--- src/inc/mcf_consts.vh ---
// Register map, field layout, reset values and codes of the memory config block
`ifndef MCF_CONSTS_VH
`define MCF_CONSTS_VH

// ----------------------------------------------------------------------
// Register byte offsets
// ----------------------------------------------------------------------
`define MCF_OFS_LAYOUT     8'h00
`define MCF_OFS_AUX_TIME   8'h04
`define MCF_OFS_GEN_TIME   8'h08
`define MCF_OFS_PAGE       8'h0C
`define MCF_OFS_STATUS     8'h10

// ----------------------------------------------------------------------
// Layout register fields (LSB positions)
// ----------------------------------------------------------------------
`define MCF_F_GEN_WIDTH    0
`define MCF_F_BANK0_COL    4
`define MCF_F_BANK1_COL    8
`define MCF_F_BANK0_ROW    12
`define MCF_F_BANK1_ROW    14
`define MCF_F_BANK0_LAY    16
`define MCF_F_BANK1_LAY    18
`define MCF_LAYOUT_MASK    32'h000FFFFF

// ----------------------------------------------------------------------
// Read page enable register fields
// ----------------------------------------------------------------------
`define MCF_F_GEN_PAGE     8
`define MCF_F_AUX_PAGE     12
`define MCF_PAGE_MASK      32'h0000FF00

// ----------------------------------------------------------------------
// Reset values
// ----------------------------------------------------------------------
`define MCF_RST_LAYOUT     32'h00000000
`define MCF_RST_AUX_TIME   32'h00000000
`define MCF_RST_GEN_TIME   32'h000000FF
`define MCF_RST_PAGE       32'h00000000

// ----------------------------------------------------------------------
// Bank layout codes and width codes
// ----------------------------------------------------------------------
`define MCF_LAY_SDRAM16    2'h3
`define MCF_LAY_SDRAM8     2'h2
`define MCF_LAY_DRAM32     2'h1
`define MCF_LAY_DRAM16     2'h0
`define MCF_W8             2'h0
`define MCF_W16            2'h1
`define MCF_W32            2'h2

// ----------------------------------------------------------------------
// Column map codes above this are reserved; page burst length
// ----------------------------------------------------------------------
`define MCF_COL_LAST       4'h9
`define MCF_BURST_NEXT     2'h3

// ----------------------------------------------------------------------
// AXI responses
// ----------------------------------------------------------------------
`define MCF_RESP_OKAY      2'h0
`define MCF_RESP_SLVERR    2'h2

`endif
--- src/hw/mcf_top.v ---
// Memory configuration register bank with address maps and access timer
//
// Operation
// - bank1 layout codes: SDRAM16, SDRAM8, DRAM32, DRAM16
// - bank0 layout uses the same encoding
// - row map selects processor address bits
// - ten column map codes; others reserved
// - width bit set means 32-bit, else 16
// - select 0 width loaded from strap
// - page read: first field, then three burst
// - writes always timed by first field
// - general timing register holds eight nibbles
// - per-select read page enable bits
`include "mcf_consts.vh"
`default_nettype none

module mcf_top (
	// Clock, reset, enable
	input  wire        sys_clk,
	input  wire        sys_rst,
	input  wire        sys_ce,
	// Strap
	input  wire        boot_width_strap,
	// AXI4-Lite write address
	input  wire [7:0]  s_axi_awaddr,
	input  wire        s_axi_awvalid,
	output reg         s_axi_awready,
	// AXI4-Lite write data
	input  wire [31:0] s_axi_wdata,
	input  wire [3:0]  s_axi_wstrb,
	input  wire        s_axi_wvalid,
	output reg         s_axi_wready,
	// AXI4-Lite write response
	output reg  [1:0]  s_axi_bresp,
	output reg         s_axi_bvalid,
	input  wire        s_axi_bready,
	// AXI4-Lite read address
	input  wire [7:0]  s_axi_araddr,
	input  wire        s_axi_arvalid,
	output reg         s_axi_arready,
	// AXI4-Lite read data
	output reg  [31:0] s_axi_rdata,
	output reg  [1:0]  s_axi_rresp,
	output reg         s_axi_rvalid,
	input  wire        s_axi_rready,
	// Address multiplexer
	input  wire [24:0] mem_addr,
	input  wire        mem_bank,
	output reg  [12:0] row_addr_q,
	output reg  [12:0] col_addr_q,
	output reg         col_map_bad_q,
	// Decoded bank and port configuration
	output reg  [1:0]  bank_is_sdram_q,
	output reg  [3:0]  bank_width_q,
	output reg  [3:0]  gen_port_w32_q,
	// Access timer: sel 0-3 auxiliary, 4-7 general
	input  wire        acc_start,
	input  wire [2:0]  acc_sel,
	input  wire        acc_write,
	output reg         acc_busy_q,
	output reg         acc_beat_q,
	output reg         acc_done_q
);
	localparam ST_IDLE = 1'b0;
	localparam ST_RUN  = 1'b1;

	// ------------------------------------------------------------------
	// Decode functions
	// ------------------------------------------------------------------
	function [12:0] row_map;
		input [1:0]  sel;
		input [24:0] a;
		begin
			case (sel)
			2'h0: row_map = {3'h0, a[18], a[17:9]};
			2'h1: row_map = {a[22], a[18], a[20], a[19], a[17:9]};
			2'h2: row_map = {a[20], a[22], a[21], a[19], a[17:9]};
			default: row_map = {a[22], a[23], a[21], a[19], a[17:9]};
			endcase
		end
	endfunction
	// Undefined positions in the column maps are driven low
	function [12:0] col_map;
		input [3:0]  sel;
		input [24:0] a;
		begin
			case (sel)
			4'h0: col_map = {2'h0, a[22], a[20], a[18], a[8:1]};
			4'h1: col_map = {4'h0, a[19], a[18], a[8:2]};
			4'h2: col_map = {3'h0, a[21], a[20], a[18], a[8:2]};
			4'h3: col_map = {2'h0, a[23], a[22], a[20], a[18], a[8:2]};
			4'h4: col_map = {2'h0, a[24], a[22], a[20], a[18], a[8:2]};
			4'h5: col_map = {1'h0, a[18], 2'h0, a[8:0]};
			4'h6: col_map = {a[22], 2'h0, a[21], a[8:0]};
			4'h7: col_map = {1'h0, a[18], 2'h0, a[21], a[8:1]};
			4'h8: col_map = {a[22], 2'h0, a[23], a[21], a[8:1]};
			4'h9: col_map = {3'h0, a[24], a[23], a[21], a[8:2]};
			default: col_map = 13'h0000;
			endcase
		end
	endfunction
	// Nibble of a timing register: select s, first at 8s+4, burst at 8s
	function [3:0] acc_time;
		input [31:0] aux;
		input [31:0] gen;
		input [2:0]  sel;
		input        burst;
		reg   [4:0]  base;
		begin
			base = {sel[1:0], ~burst, 2'b00};
			acc_time = sel[2] ? gen[base +: 4] : aux[base +: 4];
		end
	endfunction
	function decode_hit;
		input [7:0] addr;
		begin
			decode_hit = ({addr[7:2], 2'b00} <= `MCF_OFS_STATUS);
		end
	endfunction

	// ------------------------------------------------------------------
	// Registers
	// ------------------------------------------------------------------
	reg  [31:0] layout_q;
	reg  [31:0] aux_select_timing_q;
	reg  [31:0] chip_select_timing_q;
	reg  [31:0] page_q;
	reg  [7:0]  wr_addr_q;
	reg         aw_held_q;
	reg  [31:0] wr_data_q;
	reg  [3:0]  wr_strb_q;
	reg         w_held_q;
	reg         state_q;
	reg  [2:0]  sel_q;
	reg  [3:0]  cnt_q;
	reg  [1:0]  beats_left_q;
	wire [31:0] strb_mask = {{8{wr_strb_q[3]}}, {8{wr_strb_q[2]}},
		{8{wr_strb_q[1]}}, {8{wr_strb_q[0]}}};
	wire        do_write = aw_held_q && w_held_q && !s_axi_bvalid;
	wire [7:0]  wr_word = {wr_addr_q[7:2], 2'b00};
	wire [31:0] status = {22'h0, cnt_q, beats_left_q, sel_q, acc_busy_q};
	wire [7:0]  page_on = page_q[`MCF_F_GEN_PAGE +: 8];
	wire [7:0]  page_sel = {page_on[3:0], page_on[7:4]};
	function [31:0] merge;
		input [31:0] old;
		input [31:0] nw;
		input [31:0] m;
		begin
			merge = (old & ~m) | (nw & m);
		end
	endfunction

	// ------------------------------------------------------------------
	// AXI4-Lite write path
	// ------------------------------------------------------------------
	always @(posedge sys_clk) begin
		if (sys_rst) begin
			s_axi_awready <= 1'b0;
			s_axi_wready <= 1'b0;
			s_axi_bvalid <= 1'b0;
			s_axi_bresp <= `MCF_RESP_OKAY;
			aw_held_q <= 1'b0;
			w_held_q <= 1'b0;
			wr_addr_q <= 8'h00;
			wr_data_q <= 32'h00000000;
			wr_strb_q <= 4'h0;
			layout_q <= `MCF_RST_LAYOUT;
			layout_q[`MCF_F_GEN_WIDTH] <= boot_width_strap;
			aux_select_timing_q <= `MCF_RST_AUX_TIME;
			chip_select_timing_q <= `MCF_RST_GEN_TIME;
			page_q <= `MCF_RST_PAGE;
		end else if (sys_ce) begin
			s_axi_awready <= !aw_held_q && !s_axi_bvalid &&
				!(s_axi_awvalid && s_axi_awready);
			s_axi_wready <= !w_held_q && !s_axi_bvalid &&
				!(s_axi_wvalid && s_axi_wready);
			if (s_axi_awvalid && s_axi_awready) begin
				aw_held_q <= 1'b1;
				wr_addr_q <= s_axi_awaddr;
			end
			if (s_axi_wvalid && s_axi_wready) begin
				w_held_q <= 1'b1;
				wr_data_q <= s_axi_wdata;
				wr_strb_q <= s_axi_wstrb;
			end
			if (do_write) begin
				aw_held_q <= 1'b0;
				w_held_q <= 1'b0;
				s_axi_bvalid <= 1'b1;
				s_axi_bresp <= decode_hit(wr_addr_q) ? `MCF_RESP_OKAY : `MCF_RESP_SLVERR;
				case (wr_word)
				`MCF_OFS_LAYOUT: layout_q <= merge(layout_q, wr_data_q,
					strb_mask & `MCF_LAYOUT_MASK);
				`MCF_OFS_AUX_TIME: aux_select_timing_q <= merge(
					aux_select_timing_q, wr_data_q, strb_mask);
				`MCF_OFS_GEN_TIME: chip_select_timing_q <= merge(
					chip_select_timing_q, wr_data_q, strb_mask);
				`MCF_OFS_PAGE: page_q <= merge(page_q, wr_data_q,
					strb_mask & `MCF_PAGE_MASK);
				default: page_q <= page_q;
				endcase
			end else if (s_axi_bvalid && s_axi_bready) begin
				s_axi_bvalid <= 1'b0;
			end
		end
	end
	// ------------------------------------------------------------------
	// AXI4-Lite read path
	// ------------------------------------------------------------------
	always @(posedge sys_clk) begin
		if (sys_rst) begin
			s_axi_arready <= 1'b0;
			s_axi_rvalid <= 1'b0;
			s_axi_rdata <= 32'h00000000;
			s_axi_rresp <= `MCF_RESP_OKAY;
		end else if (sys_ce) begin
			if (s_axi_arvalid && s_axi_arready) begin
				s_axi_arready <= 1'b0;
				s_axi_rvalid <= 1'b1;
				s_axi_rresp <= decode_hit(s_axi_araddr) ?
					`MCF_RESP_OKAY : `MCF_RESP_SLVERR;
				case ({s_axi_araddr[7:2], 2'b00})
				`MCF_OFS_LAYOUT:   s_axi_rdata <= layout_q;
				`MCF_OFS_AUX_TIME: s_axi_rdata <= aux_select_timing_q;
				`MCF_OFS_GEN_TIME: s_axi_rdata <= chip_select_timing_q;
				`MCF_OFS_PAGE:     s_axi_rdata <= page_q;
				`MCF_OFS_STATUS:   s_axi_rdata <= status;
				default:           s_axi_rdata <= 32'h00000000;
				endcase
			end else if (!s_axi_rvalid || s_axi_rready) begin
				s_axi_rvalid <= 1'b0;
				s_axi_arready <= 1'b1;
			end
		end
	end
	// ------------------------------------------------------------------
	// Bank decode, one copy per bank
	// ------------------------------------------------------------------
	genvar b;
	generate
		for (b = 0; b < 2; b = b + 1) begin : g_bank
			wire [1:0] lay = layout_q[`MCF_F_BANK0_LAY + 2*b +: 2];
			always @(posedge sys_clk) begin
				if (sys_rst) begin
					bank_is_sdram_q[b] <= 1'b0;
					bank_width_q[2*b +: 2] <= `MCF_W16;
				end else if (sys_ce) begin
					bank_is_sdram_q[b] <= lay[1];
					case (lay)
					`MCF_LAY_SDRAM16: bank_width_q[2*b +: 2] <= `MCF_W16;
					`MCF_LAY_SDRAM8:  bank_width_q[2*b +: 2] <= `MCF_W8;
					`MCF_LAY_DRAM32:  bank_width_q[2*b +: 2] <= `MCF_W32;
					default:          bank_width_q[2*b +: 2] <= `MCF_W16;
					endcase
				end
			end
		end
	endgenerate
	// ------------------------------------------------------------------
	// Row and column multiplexer and port widths
	// ------------------------------------------------------------------
	wire [1:0] row_sel = mem_bank ? layout_q[`MCF_F_BANK1_ROW +: 2] :
		layout_q[`MCF_F_BANK0_ROW +: 2];
	wire [3:0] col_sel = mem_bank ? layout_q[`MCF_F_BANK1_COL +: 4] :
		layout_q[`MCF_F_BANK0_COL +: 4];
	always @(posedge sys_clk) begin
		if (sys_rst) begin
			row_addr_q <= 13'h0000;
			col_addr_q <= 13'h0000;
			col_map_bad_q <= 1'b0;
			gen_port_w32_q <= 4'h0;
		end else if (sys_ce) begin
			row_addr_q <= row_map(row_sel, mem_addr);
			col_addr_q <= col_map(col_sel, mem_addr);
			// Reserved codes give a zero column and raise a flag
			col_map_bad_q <= (col_sel > `MCF_COL_LAST);
			gen_port_w32_q <= layout_q[`MCF_F_GEN_WIDTH +: 4];
		end
	end
	// ------------------------------------------------------------------
	// Access timer
	// ------------------------------------------------------------------
	// Fields are read live; software should not retime a busy select.
	// Software keeps fields equal without page mode, and >= 1 / >= 2
	// with it; a zero burst field would shorten the page beats.
	always @(posedge sys_clk) begin
		if (sys_rst) begin
			state_q <= ST_IDLE;
			sel_q <= 3'h0;
			cnt_q <= 4'h0;
			beats_left_q <= 2'h0;
			acc_busy_q <= 1'b0;
			acc_beat_q <= 1'b0;
			acc_done_q <= 1'b0;
		end else if (sys_ce) begin
			acc_beat_q <= 1'b0;
			acc_done_q <= 1'b0;
			case (state_q)
			ST_IDLE: begin
				if (acc_start) begin
					state_q <= ST_RUN;
					acc_busy_q <= 1'b1;
					sel_q <= acc_sel;
					cnt_q <= acc_time(aux_select_timing_q,
						chip_select_timing_q, acc_sel, 1'b0);
					beats_left_q <= (!acc_write && page_sel[acc_sel]) ?
						`MCF_BURST_NEXT : 2'h0;
				end
			end
			ST_RUN: begin
				if (cnt_q == 4'h0) begin
					acc_beat_q <= 1'b1;
					if (beats_left_q == 2'h0) begin
						state_q <= ST_IDLE;
						acc_busy_q <= 1'b0;
						acc_done_q <= 1'b1;
					end else begin
						beats_left_q <= beats_left_q - 2'h1;
						cnt_q <= acc_time(aux_select_timing_q,
							chip_select_timing_q, sel_q, 1'b1);
					end
				end else begin
					cnt_q <= cnt_q - 4'h1;
				end
			end
			default: state_q <= ST_IDLE;
			endcase
		end
	end
endmodule
`default_nettype wire

--- config.mk ---
export PLATFORM = sky130hd
export DESIGN_NAME = mcf_top
export DESIGN_NICKNAME = d
export VERILOG_FILES = /design/src/hw/mcf_top.v
export VERILOG_INCLUDE_DIRS = /design/src /design/src/inc
export SDC_FILE = /design/constraint.sdc
export NUM_CORES = 1
export LEC_CHECK = 0
export BUFFER_PORTS_ARGS = -buffer_cell sky130_fd_sc_hd__buf_2
export CAP_MARGIN = 20
export CORE_UTILIZATION = 45
export CTS_CLUSTER_SIZE = 14
export DETAILED_ROUTE_END_ITERATION = 10
export PLACE_DENSITY = 0.66
export REMOVE_ABC_BUFFERS = 1
export SLEW_MARGIN = 25
export SYNTH_ARGS = -nofsm -noshare
export SYNTH_HDL_FRONTEND = slang
export SYNTH_SLANG_ARGS = --single-unit
--- constraint.sdc ---
create_clock -name sys_clk -period 4.5 [get_ports sys_clk]
set_clock_uncertainty 0.2 [all_clocks]
set_input_delay 0.675 -clock sys_clk [delete_from_list [all_inputs] [get_ports sys_clk]]
set_output_delay 0.675 -clock sys_clk [all_outputs]
set_load 0.005 [all_outputs]
==> metrics.yaml <==
run_status:
  run_status: "finished, final reports clean"
drt:
  drt-total-wl_um: 28540
  vias: 8951
  wl_per_cell_um: 18.10
  route.detailed.drc: 0
  antenna_left: 0
  via_per_inst: 5.676
  drt_iter0_drc: 667
  first_pass_iters: 5
synth:
  yosysWarnings: 0
  synth_ff_type: "dfxtp_1"
  post_synth.cell_area_avg_um2: 8.658
  syn_area_um2: 10080
  synthCells: 1164
  synth_edf_count: 1
  ys_ff_latch: 225
  synth_most_common_cell: "nand2_1"
  netlist-cell-type-count: 72
  ys_async_sr_fraction_pct: 0
  yosys.area.top_type_share_pct: 44.49
  synth_top_area_cell: "dfxtp_1"
  ys_top_cells_by_count: "nand2_1 (259), dfxtp_1 (224), a21oi_1 (137)"
  ys_seq_area_share_pct: 44.79
  synth_top_cells_by_area: "dfxtp_1 (44%), nand2_1 (9.6%), a21oi_1 (6.8%)"
worst_setup_path:
  crit_path_end_kind: "flop"
  start_kind: "flop"
  crit_fanout: 9
  slowest_delay_ps: 660
  path_cells: "or3_1, nor4_4, nand2_1, nand2b_1"
  r2r-start: "wr_addr_q[7]"
  path_class: "flop to flop"
  critical_path_depth: 4
  startpoint: "wr_addr_q[7]"
  slowest_stage: "nor4_4"
  path_delay_family: "simple AND/OR/NAND/NOR gates"
  crit_required_ps: 4520
  path_buf_inv: 0
  worst-r2r-cell-count: 4
  crit_arrival_ps: 2600
placement:
  placed_cells: 1533
  place.gp.congestion: 0.9023
  dp_hpwl_um: 19810
  port_buffers: 166
  post_dp_cell_area_um2: 10970
power:
  p_switching_mw: 1.023
  vdd_drop_max_mv: 0.2471
  cellPowerDensity_nw_per_um2: 372.9
  p_int_mw: 3.377
  pwr-share-comb_pct: 6.4
  seqPwrFrac_pct: 47.0
  pwr-share-clk_pct: 46.5
  p_leak_nw: 4.585
  swShare_pct: 23.24
sta:
  fin_crit_ps: 2575
  min_period_over_period_pct: 57.23
  relSlewSlack_pct: 30.13
  fmax_ghz: 0.3883
  setup_viol: 0
  rsz0062_at_grt: "false"
  tightest_slew_ps: 1032
  slew_viol_final: 0
  finalHoldViolCount: 0
  setup_tns_ps: 0
finish:
  drive_gt1_share_pct: 20.51
  syn_to_final_growth_pct: 17.06
  fin_area_um2: 11800
  fin_nets: 1376
  fin_cells: 1577
  antennaDiodeCount: 0
floorplanning:
  core_um2: 21890
  initial_core_util_pct: 46.04
  design.die.area_um2: 23000
  fp.dieH_um: 151.7
  rows: 54
  num_io_pins: 173
  dieWidth_um: 151.7
global_route:
  grt_pass1_wl_um: 44580
  grt_max_degree: 108
  grtUsageTotal_pct: 24.85
  antenna_found_initial: 0
  grt_overflow: 0
  grt_pass1_vias: 8183
clocking:
  cts_setup_buffers: 0
  htree_levels: 1
  cts-root-buf: "clkbuf_16"
  clk_pin_slew_ps: 60
  cts_tree: "done"
  cts.repair.resized: 0
  hold_buffers: 0
  clkSinkCount: 225
  clockBufferDepth: 3
  cts_buffers: 25
  clk_latency_ps: 520
worst_hold_path:
  hp-class: "input pin to flop"
  min_from: "s_axi_awaddr[7]"
  worstHoldPathCells: 3
flow_run:
  max_cap_viol_count: 0
[stage by stage]
stage / power, mW / util, % / hold WS [ps] / worst slack (ps)
after floorplan: 2.230 / - / 232.4 / 1769
after global placement: 2.390 / 50.09 / 235.3 / 1430
after detailed placement: 2.395 / 50.11 / 247.1 / 1465
after CTS: 4.440 / 53.89 / 165.5 / 1916
after global routing: 4.559 / 53.89 / 175.6 / 1727
final: 4.400 / 53.89 / 182.0 / 1925
[layer usage]
metal | vias to the layer above | part of all wire (%) | global-route usage, % | wire (um)
met5 | - | 0 | 0 | 0
met4 | 0 | 2.5 | 6.931 | 718
met3 | 50 | 6.5 | 4.371 | 1845
met2 | 298 | 45 | 39.45 | 12960
met1 | 4240 | 46 | 34.52 | 13020
li1 | 4363 | - | - | -
[cells in the final DEF, fill, tap and decap left out, drive strengths merged, types with 7 or more instances in the layout]
master and count:
mux2i 48, a211o 18, clkbuf 33, a32oi 8
nor3 13, a221oi 16, nor2 79, o21ai 37
nor2b 8, inv 19, a22o 10, dfxtp 224
a22oi 20, clkinv 7, nand2b 7, nand3 53
and3 11, buf 176, nand2 259, a21oi 137
mux4 24
[cell families (layout without fill, tap and decap cells)]
logic type                 after synthesis  count (layout)  share of synthesized area [%]
AOI/OAI and AO/OA                      288             288                          18.19
muxes                                   78              78                          10.88
adders and majority gates                4               4                         0.4966
xor gates and xnor gates                 3               3                         0.2608
other                                    1               2                        0.03721
DFF                                    225             225                          44.79
and+or+nand+nor                        460             460                          20.61
buffers and inverters                  105             237                          4.742
[power by group through the flow]
stage	Combinational, mW	Sequential, mW	Clock [mW]
floorplan	0.126	2.10	0
global placement	0.279	2.11	0
detailed placement	0.282	2.11	0
CTS	0.284	2.07	2.09
global route	0.312	2.07	2.17
finish	0.284	2.07	2.05
[area by class of cell]
class                           instances  area, um2
Multi-Input combinational cell        835       5116
Fill cell                            2106      10090
Timing Repair Buffer                  176      924.6
Tap cell                              280      350.3
Clock inverter                         11      112.6
Clock buffer                           33      715.7
Inverter                               17      63.81
Sequential cell                       225       4514
[worst paths after layout]
| path | endpoint | slack, ps |
|---|---|---|
| setup / recovery | flop | 1920 |
| hold / removal | wr_addr_q[7] | 180 |
| setup reg to reg | flop | 1920 |
| hold reg to reg | s_axi_rdata[0] | 250 |
[worst register-to-register path, cell delays in order, from the launching register on]
cell and delay [ps]:
dfxtp_1 310, or3_1 540, nor4_4 670, nand2_1 380
nand2b_1 190
Power figures use the tool's default switching activity.
